[src/hw/dlef_pkg.sv]
/*
 * Shared constants and carriers for the debug link error flag block.
 * Assumes one core clock domain; all command and mode inputs come from
 * logic on that clock.
 */
package dlef_pkg;

    ////////////////////////////////////////////////////////////////////////
    // Status register layout
    localparam int unsigned OVERRUN_BIT = 4;
    localparam int unsigned NO_RESPONSE_BIT = 3;
    localparam int unsigned READ_INVALID_BIT = 2;
    localparam int unsigned ILLEGAL_ACCESS_BIT = 1;
    localparam int unsigned ILLEGAL_COMMAND_BIT = 0;
    localparam logic [7:0] STATUS_RESET = 8'h00;
    localparam logic [7:0] FILL_BYTE = 8'hEE;

    ////////////////////////////////////////////////////////////////////////
    // Cycle counts
    localparam int unsigned FREE_CYCLE_TIMEOUT = 512;
    localparam int unsigned ACK_CYCLES = 16;
    localparam int unsigned LONG_ACK_CYCLES = 64;
    localparam int unsigned ACK_CNT_W = 7;

    ////////////////////////////////////////////////////////////////////////
    // Access sequencer states
    typedef enum logic [3:0] {
        ST_IDLE = 4'b0001,
        ST_WAIT_CYCLE = 4'b0010,
        ST_ACCESS = 4'b0100,
        ST_ACK = 4'b1000
    } dlef_state_e;

    // Decoded command properties, valid with the command start pulse
    typedef struct packed {
        logic opcodeUnimpl;
        logic seqIllegal;
        logic activeOnly;
        logic alwaysAvail;
        logic isRead;
        logic isWrite;
        logic memAccess;
        logic samplePc;
        logic cpuRegAccess;
        logic enterDebug;
        logic singleStep;
        logic addrUnimpl;
        logic flashTarget;
        logic badCpuReg;
    } dlef_cmd_s;

    // Device mode and control levels
    typedef struct packed {
        logic ackEnable;
        logic stealSelect;
        logic ctrlEnabled;
        logic debugModeActive;
        logic massErase;
        logic secured;
        logic stopMode;
        logic stopClockKeep;
        logic waitMode;
        logic awaitWaitReturn;
        logic enteringWait;
    } dlef_mode_s;

endpackage : dlef_pkg

[src/hw/dlef_free_timer.sv]
/*
 * Free-cycle timeout counter: counts core clocks while enabled and
 * pulses once when the limit is reached.
 * Assumes run is a level from the same clock domain.
 */
`timescale 1ns/1ns
module dlef_free_timer import dlef_pkg::*; #(
    parameter int unsigned LIMIT = FREE_CYCLE_TIMEOUT
) (
    // Clock and reset
    input wire logic ref_clk,
    input wire logic nrst,
    // Control and result
    input wire logic run,
    output logic expired
);
    localparam int unsigned CW = $clog2(LIMIT + 1);
    localparam logic [CW-1:0] LAST = CW'(LIMIT - 1);

    logic [CW-1:0] count_reg;
    logic [CW-1:0] count_next;

    // Count while running, restart whenever stopped
    always_comb begin
        count_next = '0;
        if (run && count_reg != LAST) begin
            count_next = count_reg + CW'(1);
        end
    end

    always_ff @(posedge ref_clk or negedge nrst) begin
        if (!nrst) begin
            count_reg <= '0;
        end else begin
            count_reg <= count_next;
        end
    end

    // Expiry in the cycle that completes the limit
    assign expired = run && (count_reg == LAST);

endmodule : dlef_free_timer

[src/hw/dlef_error_flags.sv]
/*
 * Error and status flags of the single-wire debug controller: overrun,
 * no-response, read-invalid, illegal access and illegal command, with the
 * access sequencer that raises them and the acknowledge pulse on the pin.
 * Assumes a command decoder and core bus on ref_clk; the debug pin arrives
 * asynchronously and is synchronised here.
 */
`timescale 1ns/1ns

//////////////////////////////////////////////////////////////////////////////
module dlef_error_flags import dlef_pkg::*; #(
    parameter int unsigned TIMEOUT = FREE_CYCLE_TIMEOUT,
    parameter int unsigned ACK_LEN = ACK_CYCLES,
    parameter int unsigned LONG_ACK_LEN = LONG_ACK_CYCLES
) (
    // Clock and reset
    input wire logic ref_clk,
    input wire logic nrst,
    // Debug pin
    input wire logic debugPinIn,
    output logic debugPinOut,
    output logic debugPinOeN,
    // Command decoder
    input wire logic cmdStart,
    input wire dlef_cmd_s cmdInfo,
    input wire logic hostRetrieve,
    input wire logic syncSeen,
    // Status register write
    input wire logic statusWr,
    input wire logic [7:0] statusWrData,
    // Device mode
    input wire dlef_mode_s modeInfo,
    // Internal bus
    input wire logic freeCycle,
    input wire logic accDone,
    input wire logic eccError,
    input wire logic externalWait,
    input wire logic [7:0] accRdData,
    output logic accReq,
    output logic accSteal,
    output logic accAbort,
    // Results
    output logic enterDebugReq,
    output logic [7:0] statusLow,
    output logic [7:0] readData
);
    localparam logic [ACK_CNT_W-1:0] ACK_LOAD = ACK_CNT_W'(ACK_LEN - 1);
    localparam logic [ACK_CNT_W-1:0] LONG_LOAD = ACK_CNT_W'(LONG_ACK_LEN - 1);

    //////////////////////////////////////////////////////////////////////////
    // Pin synchroniser
    logic pinMeta_reg;
    logic pinSync_reg;

    always_ff @(posedge ref_clk or negedge nrst) begin
        if (!nrst) begin
            pinMeta_reg <= 1'b1;
            pinSync_reg <= 1'b1;
        end else begin
            pinMeta_reg <= debugPinIn;
            pinSync_reg <= pinMeta_reg;
        end
    end

    //////////////////////////////////////////////////////////////////////////
    // State and flags
    dlef_state_e state_reg, state_next;
    logic [ACK_CNT_W-1:0] ackCnt_reg, ackCnt_next;
    logic overrun_reg, overrun_next;
    logic no_response_flag_reg, no_response_flag_next;
    logic readInv_reg, readInv_next;
    logic illegal_access_flag_reg, illegal_access_flag_next;
    logic illegal_command_flag_reg, illegal_command_flag_next;
    logic abortPend_reg, abortPend_next;
    logic writeAcc_reg, writeAcc_next;
    logic readAcc_reg, readAcc_next;
    logic enterPend_reg, enterPend_next;
    logic [7:0] readData_reg, readData_next;
    logic timeout;
    logic setOverrun, blocked, cmdIllegal, accIllegal, stopRefuse, waitRefuse;
    logic setNoResp, needsAccess, inFlight, handshakeLoose, looseLate, startAcc;

    dlef_free_timer #(
        .LIMIT(TIMEOUT)
    ) u_free_timer (
        .ref_clk(ref_clk),
        .nrst(nrst),
        .run(state_reg == ST_WAIT_CYCLE && modeInfo.ackEnable && !modeInfo.stealSelect),
        .expired(timeout)
    );

    // Command classification and flag set terms
    always_comb begin
        inFlight = (state_reg == ST_WAIT_CYCLE) || (state_reg == ST_ACCESS);
        handshakeLoose = !modeInfo.ackEnable || modeInfo.stealSelect;
        setOverrun = (cmdStart && ((inFlight && modeInfo.ackEnable) || state_reg == ST_ACK))
            || (modeInfo.ackEnable && inFlight && !pinSync_reg && debugPinOeN);
        blocked = overrun_reg || setOverrun;
        cmdIllegal = cmdInfo.opcodeUnimpl || cmdInfo.seqIllegal
            || (cmdInfo.activeOnly && !modeInfo.debugModeActive)
            || (!cmdInfo.alwaysAvail && (!modeInfo.ctrlEnabled || modeInfo.massErase || modeInfo.secured));
        accIllegal = !cmdIllegal && (cmdInfo.addrUnimpl || (cmdInfo.isWrite && cmdInfo.flashTarget)
            || (cmdInfo.cpuRegAccess && cmdInfo.badCpuReg));
        stopRefuse = modeInfo.stopMode && !modeInfo.stopClockKeep
            && (cmdInfo.memAccess || cmdInfo.samplePc);
        waitRefuse = modeInfo.waitMode && (cmdInfo.enterDebug || cmdInfo.cpuRegAccess);
        looseLate = handshakeLoose && inFlight
            && (hostRetrieve || (cmdStart && writeAcc_reg));
        needsAccess = cmdInfo.memAccess || cmdInfo.samplePc || cmdInfo.cpuRegAccess;
        startAcc = cmdStart && state_reg == ST_IDLE && !blocked && !cmdIllegal && !accIllegal
            && needsAccess && !stopRefuse && !waitRefuse;
        setNoResp = timeout
            || looseLate
            || (cmdStart && (stopRefuse || waitRefuse))
            || (cmdStart && modeInfo.awaitWaitReturn)
            || (cmdStart && cmdInfo.singleStep && modeInfo.ctrlEnabled && modeInfo.enteringWait);
    end

    //////////////////////////////////////////////////////////////////////////
    // Flag next values: a set always wins over a clear
    always_comb begin
        overrun_next = setOverrun ? 1'b1 : (syncSeen ? 1'b0 : overrun_reg);
        no_response_flag_next = setNoResp ? 1'b1
            : ((statusWr && statusWrData[NO_RESPONSE_BIT]) ? 1'b0 : no_response_flag_reg);
        readInv_next = (state_reg == ST_ACCESS && accDone && readAcc_reg && eccError) ? 1'b1
            : ((statusWr && statusWrData[READ_INVALID_BIT]) ? 1'b0 : readInv_reg);
        illegal_access_flag_next = (cmdStart && accIllegal) ? 1'b1
            : ((statusWr && statusWrData[ILLEGAL_ACCESS_BIT]) ? 1'b0 : illegal_access_flag_reg);
        illegal_command_flag_next = (cmdStart && cmdIllegal) ? 1'b1
            : ((statusWr && statusWrData[ILLEGAL_COMMAND_BIT]) ? 1'b0 : illegal_command_flag_reg);
    end

    //////////////////////////////////////////////////////////////////////////
    // Access sequencer, abort and acknowledge
    always_comb begin
        state_next = state_reg;
        ackCnt_next = ackCnt_reg;
        abortPend_next = abortPend_reg;
        writeAcc_next = writeAcc_reg;
        readAcc_next = readAcc_reg;
        readData_next = readData_reg;
        enterPend_next = enterPend_reg;
        // Enter-debug held across wait mode, issued on wait exit
        if (cmdStart && cmdInfo.enterDebug && !cmdIllegal && !blocked) begin
            enterPend_next = 1'b1;
        end else if (enterPend_reg && !modeInfo.waitMode) begin
            enterPend_next = 1'b0;
        end
        // Filler data for illegal reads
        if (cmdStart && cmdInfo.isRead && (cmdIllegal || accIllegal)) begin
            readData_next = FILL_BYTE;
        end
        unique case (state_reg)
            ST_IDLE: begin
                if (startAcc) begin
                    state_next = ST_WAIT_CYCLE;
                    writeAcc_next = cmdInfo.isWrite;
                    readAcc_next = cmdInfo.isRead;
                end
            end
            ST_WAIT_CYCLE: begin
                if (timeout) begin
                    state_next = ST_ACK;
                    ackCnt_next = LONG_LOAD;
                end else if (looseLate || setOverrun) begin
                    state_next = ST_IDLE;
                end else if (modeInfo.stealSelect || freeCycle) begin
                    state_next = ST_ACCESS;
                end
            end
            ST_ACCESS: begin
                if (accDone) begin
                    readData_next = accRdData;
                    abortPend_next = 1'b0;
                    state_next = modeInfo.ackEnable ? ST_ACK : ST_IDLE;
                    ackCnt_next = ACK_LOAD;
                end else if (accAbort) begin
                    abortPend_next = 1'b0;
                    state_next = ST_IDLE;
                end else if (looseLate || setOverrun) begin
                    abortPend_next = 1'b1;
                end
            end
            ST_ACK: begin
                if (ackCnt_reg == '0) begin
                    state_next = ST_IDLE;
                end else begin
                    ackCnt_next = ackCnt_reg - ACK_CNT_W'(1);
                end
            end
        endcase
    end

    // Register all state
    always_ff @(posedge ref_clk or negedge nrst) begin
        if (!nrst) begin
            state_reg <= ST_IDLE;
            ackCnt_reg <= '0;
            overrun_reg <= STATUS_RESET[OVERRUN_BIT];
            no_response_flag_reg <= STATUS_RESET[NO_RESPONSE_BIT];
            readInv_reg <= STATUS_RESET[READ_INVALID_BIT];
            illegal_access_flag_reg <= STATUS_RESET[ILLEGAL_ACCESS_BIT];
            illegal_command_flag_reg <= STATUS_RESET[ILLEGAL_COMMAND_BIT];
            abortPend_reg <= 1'b0;
            writeAcc_reg <= 1'b0;
            readAcc_reg <= 1'b0;
            enterPend_reg <= 1'b0;
            readData_reg <= STATUS_RESET;
        end else begin
            state_reg <= state_next;
            ackCnt_reg <= ackCnt_next;
            overrun_reg <= overrun_next;
            no_response_flag_reg <= no_response_flag_next;
            readInv_reg <= readInv_next;
            illegal_access_flag_reg <= illegal_access_flag_next;
            illegal_command_flag_reg <= illegal_command_flag_next;
            abortPend_reg <= abortPend_next;
            writeAcc_reg <= writeAcc_next;
            readAcc_reg <= readAcc_next;
            enterPend_reg <= enterPend_next;
            readData_reg <= readData_next;
        end
    end

    //////////////////////////////////////////////////////////////////////////
    // Outputs
    assign accReq = (state_reg == ST_ACCESS) && !overrun_reg;
    assign accSteal = accReq && modeInfo.stealSelect;
    assign accAbort = (state_reg == ST_ACCESS) && abortPend_reg && !externalWait;
    assign enterDebugReq = enterPend_reg && !modeInfo.waitMode;
    // Pin driven low only during the acknowledge pulse
    assign debugPinOut = 1'b0;
    assign debugPinOeN = (state_reg != ST_ACK);
    assign statusLow = {3'b000, overrun_reg, no_response_flag_reg, readInv_reg, illegal_access_flag_reg, illegal_command_flag_reg};
    assign readData = readData_reg;
endmodule : dlef_error_flags

[config.mk]
export PLATFORM = sky130hd
export DESIGN_NAME = dlef_error_flags
export DESIGN_NICKNAME = d
export VERILOG_FILES = /design/src/hw/dlef_pkg.sv /design/src/hw/dlef_free_timer.sv /design/src/hw/dlef_error_flags.sv
export SDC_FILE = /design/constraint.sdc
export NUM_CORES = 1
export LEC_CHECK = 0
export BUFFER_PORTS_ARGS = -buffer_cell sky130_fd_sc_hd__buf_2
export CAP_MARGIN = 10
export CORE_MARGIN = 3
export CORE_UTILIZATION = 53
export DETAILED_ROUTE_END_ITERATION = 7
export GPL_TIMING_DRIVEN = 0
export PLACE_DENSITY_LB_ADDON = 0.05
export SYNTH_ARGS = -nofsm -noshare
export SYNTH_HDL_FRONTEND = slang
export SYNTH_SLANG_ARGS = --single-unit
export TNS_END_PERCENT = 5
[constraint.sdc]
create_clock -name ref_clk -period 5.7 [get_ports ref_clk]
set_input_delay 0.57 -clock ref_clk [delete_from_list [all_inputs] [get_ports ref_clk]]
set_output_delay 0.57 -clock ref_clk [all_outputs]
set_load 0.01 [all_outputs]
## Word level (Yosys, flattened, before mapping)

Cells that the tools add are included.

| word-level totals | value |
|---|---|
| bits of input ports | 52 |
| output and inout bits | 22 |
| bits in registers | 40 |
| word-level logic and storage cells | 165 |

| operators by class | value |
|---|---|
| muxes and demuxes | 32 |
| equality and inequality tests | 14 |
| reduce and logical (&&, ||, !) cells | 102 |
| add/subtract/negate cells | 2 |

Operator list:

| operator | number |
|---|---|
| 1-bit logical AND | 50 |
| 4-bit two-way mux | 8 |
| 1-bit logical OR | 24 |
| 8-bit two-way mux | 3 |
| 7-bit two-way mux | 3 |
| 7-bit case mux with 3 select lines | 1 |
| 4-bit case mux with 4 select lines | 1 |
| 1-bit logical NOT | 15 |
| 1-bit two-way mux | 15 |
| 2-bit nonzero test | 6 |
| 10-bit by 1-bit adder with 10-bit output, second input constant | 1 |
| 10-bit by 9-bit equality test with 1-bit output, second input constant | 1 |
| 10-bit two-way mux | 1 |
| 10-bit by 9-bit inequality test with 1-bit output, second input constant | 1 |
| 2-bit inequality test, second input constant | 4 |
| 4-bit AND reduction | 2 |
| 7-bit logical NOT | 1 |
| 7-bit by 1-bit subtractor with 7-bit output, second input constant | 1 |
| 3-bit nonzero test | 2 |
| 4-bit by 1-bit equality test with 1-bit output, second input constant | 1 |
| 4-bit by 2-bit equality test with 1-bit output, second input constant | 1 |
| 4-bit by 3-bit equality test with 1-bit output, second input constant | 1 |
| 4-bit equality test, second input constant | 1 |
| 4-bit by 2-bit inequality test with 1-bit output, second input constant | 1 |
| other kinds (4) | 5 |

## Depth between registers and ports, before layout

Gate-level depths: netlist (run 1).

| depth | value |
|---|---|
| depth after elaboration | 16 |
| mapped depth | 8 |
| gate-level depth less buffers | 7 |

## Cells and area by module

Synthesis (run 1) repeated with hierarchy kept, for this count alone.

| second synthesis, totals | value |
|---|---|
| cell total of the unflattened synthesis | 232 |
| area, all modules | 2341.0 um^2 |

By module, submodules not included:

| module | area an instance (um^2) | cells an instance | instances | seq. area each (um^2) |
|---|---|---|---|---|
| dlef_error_flags | 1825.5 | 182 | 1 | 754.5 |
| dlef_free_timer | 515.5 | 50 | 1 | 250.2 |

## Worst setup path before layout (run 1)

No wires, ideal clock.

| path | value |
|---|---|
| path type | in2reg |
| start point | in modeInfo[6] (netlist name) |
| end point | reg readAcc_reg |
| arrival time | 2.157 ns |
| path buffers | 0 |
| cell stages on the path | 6 |
| library setup time | 0.125 ns |
| setup slack | 3.418 ns |
| data required time | 5.575 ns |
| cell sequence | nor3b_1 -> o221ai_1 -> or4b_4 -> nor4_1 -> nand2_1 -> mux2_4 |

| between the ends | value |
|---|---|
| word-level cells in the longest chain between the ends | 12 |
| elaborated cells on any way between the ends | 13 |
| classes of those cells | reduce/logical (13) |

RTL lines:

| item | RTL line | text |
|---|---|---|
| start, declared | dlef_error_flags.sv:32 | `input wire dlef_mode_s modeInfo,` |
| 1-bit logical OR (*) (2 in series) | dlef_error_flags.sv:101 | `\|\| (!cmdInfo.alwaysAvail && (!modeInfo.ctrlEnabled \|\| modeInfo.massErase \|\| modeInfo.secured));` |
| 1-bit logical AND (*) | dlef_error_flags.sv:101 |  |
| 1-bit logical OR (*) | dlef_error_flags.sv:101 |  |
| 1-bit logical NOT (*) | dlef_error_flags.sv:102, dlef_error_flags.sv:110 |  |
| 1-bit logical AND | dlef_error_flags.sv:102 | `accIllegal = !cmdIllegal && (cmdInfo.addrUnimpl \|\| (cmdInfo.isWrite && cmdInfo.flashTarget)` |
| 1-bit logical NOT | dlef_error_flags.sv:110 | `startAcc = cmdStart && state_reg == ST_IDLE && !blocked && !cmdIllegal && !accIllegal` |
| 1-bit logical AND (*) | dlef_error_flags.sv:110 |  |
| 1-bit logical AND (*) (3 in series) | dlef_error_flags.sv:111 | `&& needsAccess && !stopRefuse && !waitRefuse;` |
| 2-bit AND reduction (no line) (*) | - |  |
| end signal, assigned | dlef_error_flags.sv:219 | `readAcc_reg <= readAcc_next;` |
| end, declared | dlef_error_flags.sv:76 | `logic readAcc_reg, readAcc_next;` |

Every way passes the cells marked *; elsewhere a longest branch is shown, timed or not.
A chain may end at the register's enable or synchronous reset.

## Final worst setup path (run 1)

| path | value |
|---|---|
| start point | reg state_reg[1] |
| end point | out accSteal |

| between the ends | value |
|---|---|
| word-level cells in the longest chain between the ends | 3 |

RTL lines:

| item | RTL line | text |
|---|---|---|
| start, declared | dlef_error_flags.sv:67 | `dlef_state_e state_reg, state_next;` |
| start signal, assigned | dlef_error_flags.sv:210 | `state_reg <= state_next;` |
| 4-bit by 3-bit equality test with 1-bit output | dlef_error_flags.sv:227 | `assign accReq = (state_reg == ST_ACCESS) && !overrun_reg;` |
| 1-bit logical AND | dlef_error_flags.sv:227 |  |
| 1-bit logical AND | dlef_error_flags.sv:228 | `assign accSteal = accReq && modeInfo.stealSelect;` |
| end, declared | dlef_error_flags.sv:40 | `output logic accSteal,` |

Every way passes these cells.

==> results of run 1 <==
## kinds of logic (layout without fill, tap and decap cells)
logic type | after synthesis | after routing | synth area share, %
buf+inv | 22 | 95 | 6.01
simple gates | 90 | 90 | 21.6
compound gates | 49 | 49 | 17.4
mux | 2 | 2 | 1.43
xor+xnor | 9 | 9 | 3.75
other cells | 1 | 4 | 0.178
flops | 40 | 40 | 47.8
fa+ha+maj | 3 | 3 | 1.79
## power by group
group	leakage, µW	internal (µW)	switching, µW	total (µW)
logic	0.000696	134	156	289
registers	0.000474	333	43.0	376
clock network	0.0000548	132	104	236
total	0.00123	598	303	901
## critical path, delay by kind of cell (launching register included)
kind / cells / cell delay [ns]
AND/OR/NAND/NOR: 3 / 1.02
buffers and inverters: 1 / 0.12
flip-flops: 1 / 0.47
## metal layers
metal	up-vias	part of all wire (%)	wire [µm]	global-route usage, %
met2	59	46	2110	31.0
met3	7	8.5	386	6.48
met5	-	0	0	0
met1	836	44	2000	26.0
met4	0	1.2	54	8.27
li1	910	-	-	-
## per-stage QoR
step / worst slack [ns] / hold slack, ns / cells
finish: 3.25 / 0.362 / 340
global placement: 3.14 / 0.351 / 332
detailed placement: 3.14 / 0.355 / 332
global route: 3.17 / 0.345 / 340
CTS: 3.24 / 0.360 / 340
floorplan: 3.42 / 0.274 / 219
## layout make-up
type / instances / area (µm²)
multi-input cells: 157 / 982
clock buffers: 5 / 68.8
flip-flops and latches: 40 / 1000
well taps: 48 / 60.1
fillers: 319 / 1130
repair buffers: 65 / 325
plain buffers: 11 / 82.6
clock inverters: 3 / 46.3
inverters: 11 / 43.8
## worst paths after layout
kind                                endpoint  slack (ns)  cells after the start          from
worst min register to register   pinSync_reg        0.36                      0   pinMeta_reg
min in group asynchronous        readData[3]        0.38                      1          nrst
worst max register to register   readAcc_reg        3.40                      7  state_reg[0]
max in group asynchronous       state_reg[1]        4.78                      1          nrst
worst min-delay path             pinSync_reg        0.36                      0   pinMeta_reg
worst max-delay path                accSteal        3.25                      4  state_reg[1]
## Yosys cell counts (2+ instances only)
library cell  instances
xor2_1                2
o211ai_1              2
a31oi_1               4
a21boi_0              2
o21ai_0               9
nor2_1               28
o21a_1                2
xnor2_1               7
buf_4                 9
mux2_4                2
nor4b_1               4
o41ai_1               2
o22a_1                8
or2_2                 2
o31ai_1               2
ha_1                  3
nand3_1               8
nand4_1               3
nor3_1                3
and2_1                2
inv_1                10
nand2_1              28
dfrtp_1              37
dfstp_2               3
a21oi_1               5
==> qor.csv, run 1 <==
metric,value,unit
antenna_found_initial,0,
post-route-period-util,43.1,%
place_area,0.00250,mm²
drv_cap,0,
area_delta_synth_final,24.3,%
ctsHoldBuffers,0,
final_util,69.8,%
first_pass_iters,4,
p_per_area,345,mW/mm²
clock-root-buffer,clkbuf_8,
die_w,69.0,µm
drtIter0Drc,115,
crit_chain,or4b_2 > nor2_1 > and2_1 > buf_2,
finClkSkew,0.00724,ns
slew_headroom,43.1,%
status,"complete, no violations",
arrival,1.88,ns
path_class,flip-flop to primary output,
vias_per_cell,5.33,
cts_tree,built,
final_nets,346,
finalMaxSlewViolations,0,
synthFlopType,dfrtp_1,
insertion_delay,0.29,ns
dieHeight,69.0,µm
via_count,1812,
htree_levels,2,
wl_per_cell,13.4,µm
drive_above_1_share,33.2,%
place_hpwl,3420,µm
leakage,0.00123,µW
yosysTopAreaCell,dfrtp_1,
final_cell_mix,"buf_2, dfrtp_1, nor2_1, nand2_1, inv_1",
grt_max_degree,41,
worstSetupEndpointType,primary output,
cts.sinks,40,
port_buffers,65,
diodes,0,
die_area,0.00476,mm²
largest_reg_flops,10,
initial_core_util,56.1,%
track_usage,20.1,%
max_stage_delay,0.75,ns
layout.cells.most_common,buf_2,
cts_made_buffers,5,
syn_area_per_cell,9.73,µm²
clk_pin_slew,0.08,ns
crit_slowest_cell,or4b_2,
ys_warn_count,0,
drc,0,
hp-class,flip-flop to flip-flop,
ys_seq_area_share,47.8,%
tightestPinTransition,0.842,ns
yosys.area.top_type_share,44.0,%
gp_congestion,0.786,
core,0.00374,mm²
synth_edf_count,0,
cts_buffer_depth,2,
grt_pass1_vias,1531,
crit_fanout,6,
grt_pass1_wl,6910,µm
drt-total-wl,4550,µm
ant_nets,0,
syn_area,0.00210,mm²
synth-seq-cells,40,
required,5.13,ns
peakVddDrop,234,µV
synthTopCellsByArea,"dfrtp_1, nand2_1, nor2_1",
io_pins,74,
gr-total-overflow,0,
cts_resized,0,
crit_path_start_kind,flip-flop,
fp-row-count,22,
setup_tns,0,ns
async_reset_ff_share,100,%
max_freq,0.407,GHz
finalHoldViolations,0,
setup_violations,0,
synthCells,216,
finalInstanceArea,0.00261,mm²
min_period,2.45,ns
total_power,901,µW
post_cts_buffers,0,
rsz0062_at_grt,false,
synth.distinct_cells,54,
Power figures use the tool's default switching activity.
==> inputs of run 2 (changes only) <==
--- a/config.mk
+++ b/config.mk
@@ -5,10 +5,11 @@
 export SDC_FILE = /design/constraint.sdc
 export NUM_CORES = 1
 export LEC_CHECK = 0
+export ABC_AREA = 1
 export BUFFER_PORTS_ARGS = -buffer_cell sky130_fd_sc_hd__buf_2
 export CAP_MARGIN = 10
 export CORE_MARGIN = 3
-export CORE_UTILIZATION = 53
+export CORE_UTILIZATION = 51
 export DETAILED_ROUTE_END_ITERATION = 7
 export GPL_TIMING_DRIVEN = 0
 export PLACE_DENSITY_LB_ADDON = 0.05
==> constraint.sdc (replaced) <==
create_clock -name ref_clk -period 2.29 [get_ports ref_clk]
set_input_delay 0.229 -clock ref_clk [delete_from_list [all_inputs] [get_ports ref_clk]]
set_output_delay 0.229 -clock ref_clk [all_outputs]
set_load 0.01 [all_outputs]
==> qor.csv, run 2 <==
metric,value,unit
wl_per_cell,11.5,µm
clock-root-buffer,clkbuf_8,
clockPowerShare,23.8,%
synthTopCellsByCount,"nand2_1, dfrtp_1, inv_1",
largest_reg_flops,10,
async_reset_ff_share,100,%
final_nets,418,
place_hpwl,3770,µm
antenna_found_initial,0,
hp-class,input pin to flip-flop,
grt_max_degree,41,
p_sw_share,37.4,%
drtIter0Drc,80,
syn_area,0.00231,mm²
final_cell_mix,"buf_2, nand2_1, inv_1, dfrtp_1, nor2_1",
post_cts_buffers,0,
ys_seq_area_share,43.4,%
required,2.06,ns
post-route-period-util,76.7,%
layout.cells.most_common,buf_2,
drv_cap,0,
first_pass_iters,4,
arrival,1.53,ns
core,0.00417,mm²
area_delta_synth_final,22.1,%
synthCells,288,
fin_ws,0.534,ns
vias_per_cell,4.88,
ctsHoldBuffers,0,
synthTopCellsByArea,"dfrtp_1, nand2_1, inv_1",
worstSetupEndpointType,primary output,
yosysMostFrequentCell,nand2_1,
ys_warn_count,0,
share_comb_of_total_power,37.3,%
insertion_delay,0.29,ns
cts_tree,built,
finClkSkew,0.00498,ns
gr-total-overflow,0,
clk_pin_slew,0.08,ns
synthFlopType,dfrtp_1,
crit_fanout,10,
leakage,0.00150,µW
fp-row-count,23,
path_class,flip-flop to primary output,
total_power,2420,µW
tightestPinTransition,0.868,ns
io_pins,74,
via_count,2021,
die_w,73.4,µm
p_switching,906,µW
finalHoldViolations,0,
max_freq,0.570,GHz
crit_path_start_kind,flip-flop,
grt_pass1_vias,1927,
htree_levels,2,
rsz0062_at_grt,false,
drive_above_1_share,34.3,%
cts.sinks,40,
final_util,67.7,%
p_per_area,857,mW/mm²
port_buffers,65,
dieHeight,73.4,µm
seqPwrFrac,38.9,%
yosys.area.top_type_share,40.0,%
initial_core_util,55.5,%
synth_edf_count,0,
syn_area_per_cell,8.04,µm²
cts_made_buffers,5,
diodes,0,
ant_nets,0,
pre_cts_slack,0.680,ns
setup_tns,0,ns
cts_buffer_depth,2,
synth-seq-cells,40,
synth.distinct_cells,39,
r2r_slack,0.66,ns
status,"complete, no violations",
grt_pass1_wl,8060,µm
slew_headroom,42.1,%
die_area,0.00538,mm²
min_period,1.76,ns
cts_resized,0,
peakVddDrop,480,µV
hold_ws,0.0253,ns
drc,0,
drt-total-wl,4780,µm
finalMaxSlewViolations,0,
setup_violations,0,
internal-power,1520,µW
track_usage,19.1,%
yosysTopAreaCell,dfrtp_1,
gp_congestion,0.814,
## run 2: cell types whose count changed in the layout (fill, tap and decap cells not counted), moves of 8 or more
cell and delta:
nand2_1 +30, inv_1 +27, nor2_2 +9, inv_2 +8, nand3_1 +8, o22a_1 -8
## run 2: kinds of logic (layout without fill, tap and decap cells)
kind of cell | Yosys count | count (layout) | share of synthesized area (%)
fa+ha+maj | 3 | 3 | 1.62
flops | 40 | 40 | 43.4
other cells | 1 | 4 | 0.162
buf+inv | 57 | 130 | 11.5
xor+xnor | 5 | 5 | 1.89
compound gates | 33 | 33 | 9.08
simple gates | 149 | 149 | 32.4
## run 2: layout make-up
class | instances | area (µm²)
Tap cell | 50 | 62.6
Clock inverter | 3 | 42.5
Fill cell | 354 | 1350
Clock buffer | 5 | 68.8
Timing Repair Buffer | 65 | 325
Inverter | 46 | 175
Multi-Input combinational cell | 194 | 1060
Buffer | 11 | 90.1
Sequential cell | 40 | 1000
## run 2: worst paths after layout
check,startpoint,to,cells past startpoint
worst min register to register,pinMeta_reg,pinSync_reg,0
worst max register to register,state_reg[0],state_reg[1],10
max in group asynchronous,nrst,ackCnt_reg[4],1
worst min-delay path,debugPinIn,pinMeta_reg,1
min in group asynchronous,nrst,u_free_timer.count_reg[5],1
worst max-delay path,state_reg[1],accAbort,5
## run 2: worst max-delay path: stages (launching register included)
cell and delay [ns]:
dfrtp_1 0.44, nor2_2 0.18, nand2_2 0.09, buf_6 0.16, nor3_1 0.19, buf_2 0.18
## run 2: power by group through the flow
stage / clock network (µW) / logic (µW) / registers, µW
floorplan: 0 / 658 / 960
global placement: 0 / 892 / 954
detailed placement: 0 / 909 / 957
CTS: 599 / 912 / 945
global route: 622 / 1020 / 964
finish: 576 / 902 / 943
## run 2: metrics by stage
step / instances / area, µm²
3_5_place_dp: 406 / 2710
3_3_place_gp: 406 / 2710
4_1_cts: 414 / 2830
6_report: 414 / 2830
2_1_floorplan: 291 / 2330
5_1_grt: 414 / 2830
## run 2: layer usage
| metal | up-vias | global-route usage (%) | routed length, µm |
|---|---|---|---|
| met5 | - | 0 | 0 |
| met4 | 0 | 5.43 | 50 |
| met3 | 5 | 4.38 | 270 |
| met2 | 53 | 31.3 | 2270 |
| met1 | 902 | 25.4 | 2190 |
| li1 | 1061 | - | - |
==> inputs of run 3 (changes only) <==
--- a/config.mk
+++ b/config.mk
@@ -9,7 +9,7 @@
 export BUFFER_PORTS_ARGS = -buffer_cell sky130_fd_sc_hd__buf_2
 export CAP_MARGIN = 10
 export CORE_MARGIN = 3
-export CORE_UTILIZATION = 51
+export CORE_UTILIZATION = 46
 export DETAILED_ROUTE_END_ITERATION = 7
 export GPL_TIMING_DRIVEN = 0
 export PLACE_DENSITY_LB_ADDON = 0.05
==> constraint.sdc (replaced) <==
create_clock -name ref_clk -period 1.48 [get_ports ref_clk]
set_input_delay 0.148 -clock ref_clk [delete_from_list [all_inputs] [get_ports ref_clk]]
set_output_delay 0.148 -clock ref_clk [all_outputs]
set_load 0.01 [all_outputs]
==> qor.csv, run 3 (same netlist as run 2, synthesis figures left out) <==
metric,value,unit
crit_slowest_cell,dfrtp_1,
crit_path_start_kind,flip-flop,
ant_nets,0,
drt-total-wl,5100,µm
clockPowerShare,20.4,%
pre_cts_slack,-0.151,ns
clock-root-buffer,clkbuf_8,
htree_levels,2,
finalHoldViolations,37,
internal-power,2290,µW
tightestPinTransition,0.905,ns
drive_above_1_share,39.1,%
fp-row-count,25,
cts_tree,built,
cts.sinks,40,
r2r_slack,-0.15,ns
track_usage,18.7,%
r2r-end,ackCnt_reg[2],
drc,0,
gp_congestion,0.799,
finClkSkew,0.00608,ns
leakage,0.00155,µW
initial_core_util,48.4,%
crit_end,ackCnt_reg[2],
grt_pass1_vias,2100,
io_pins,74,
area_delta_synth_final,27.7,%
crit_family,simple AND/OR/NAND/NOR gates,
failed_checks,"negative hold slack, negative setup slack",
largest_reg_flops,10,
crit_fanout,7,
place_hpwl,3770,µm
wl_per_cell,11.6,µm
total_power,3750,µW
cts_made_buffers,5,
p_sw_share,39.0,%
cp_common_cell,nor2_4,
status,finished with violations,
grt_pass1_wl,9060,µm
final_cell_mix,"buf_2, nand2_1, dfrtp_1",
grt_max_degree,41,
cp.buffers_inverters,0,
vias_per_cell,4.69,
r2r_cells,8,
clk_pin_slew,0.08,ns
peakVddDrop,631,µV
final_nets,427,
antenna_found_initial,0,
insertion_delay,0.30,ns
fin_ws,-0.147,ns
gr-total-overflow,0,
core,0.00479,mm²
die_w,76.9,µm
max_freq,0.615,GHz
rsz0062_at_grt,true,
drv_cap,0,
die_area,0.00592,mm²
finalMaxSlewViolations,0,
drtIter0Drc,69,
min_period,1.63,ns
path_class,flip-flop to flip-flop,
max_stage_delay,0.45,ns
hold_ws,-0.0270,ns
reg2reg_from,state_reg[3],
post-route-period-util,110,%
p_switching,1460,µW
seqPwrFrac,39.0,%
setup_violations,17,
cts_buffer_depth,2,
dieHeight,76.9,µm
first_pass_iters,4,
hp-class,input pin to async pin,
p_per_area,1270,mW/mm²
crit_cells,8,
worstSetupEndpointType,flip-flop,
port_buffers,65,
share_comb_of_total_power,40.6,%
crit_chain,nor2_2 > nand4_1 > nor2_4 > nor2_4 > nor2_4 > o21ai_4 > o21ai_1 > nand2_1,
via_count,2063,
diodes,0,
layout.cells.most_common,buf_2,
arrival,1.81,ns
critPathLaunch,state_reg[3],
required,1.67,ns
slew_headroom,39.7,%
## run 3: cell types whose count changed in the layout (fill, tap and decap cells not counted), sizes merged
cell,previous run,this run
buf,76,84
clkinv,1,2
clkinvlp,1,0
clkbuf,5,6
bufinv,1,0
dlygate4sd3,0,1
## run 3: how the worst min path moves through the flow
stage,start,endpoint,slack [ns],depth (start not counted)
after global placement,debugPinIn,pinMeta_reg,0.25,1
final,nrst,u_free_timer.count_reg[4],-0.03,1
after detailed placement,debugPinIn,pinMeta_reg,0.25,1
after global routing,syncSeen,overrun_reg,0.03,2
after CTS,nrst,u_free_timer.count_reg[5],0.004,1
after floorplan,nrst,abortPend_reg,-0.15,0
## run 3: metal layers
| layer | vias to the layer above | global-route usage, % | share of wire [%] |
|---|---|---|---|
| met1 | 937 | 24.3 | 47 |
| met3 | 7 | 3.17 | 4.1 |
| met5 | - | 0 | 0 |
| met4 | 0 | 7.07 | 1.4 |
| met2 | 43 | 31.1 | 48 |
| li1 | 1076 | - | - |
## run 3: cell type report
class	instances	area [µm²]
inverters	46	175
fillers	451	1830
flip-flops and latches	40	1010
multi-input cells	194	1110
clock buffers	6	82.6
repair buffers	74	395
clock inverters	2	10.0
plain buffers	11	93.8
well taps	67	83.8
## run 3: metrics by stage
step	utilization, %	setup TNS [ns]	area (µm²)	instances
floorplan	-	0	2330	291
global placement	57.2	-0.951	2740	423
detailed placement	57.2	-1.27	2740	423
CTS	61.4	-1.05	2940	439
global route	61.8	-4.72	2960	440
finish	61.8	-1.27	2960	440
## run 3: power groups by stage
stage / Combinational (µW) / Clock, µW / Sequential, µW
after detailed placement: 1400 / 0 / 1480
after CTS: 1510 / 799 / 1460
after floorplan: 1020 / 0 / 1490
final: 1520 / 765 / 1470
after global routing: 1730 / 826 / 1500
after global placement: 1380 / 0 / 1480
## run 3: what timing repair did
item | in CTS | in global routing
endpoints found under the hold margin | 1 | 0
buffers inserted | 7 | 1
resized for setup | 16 | 3
pin swaps | 10 | 4
setup endpoints to repair | 24 | 33
hold buffers | 1 | 0
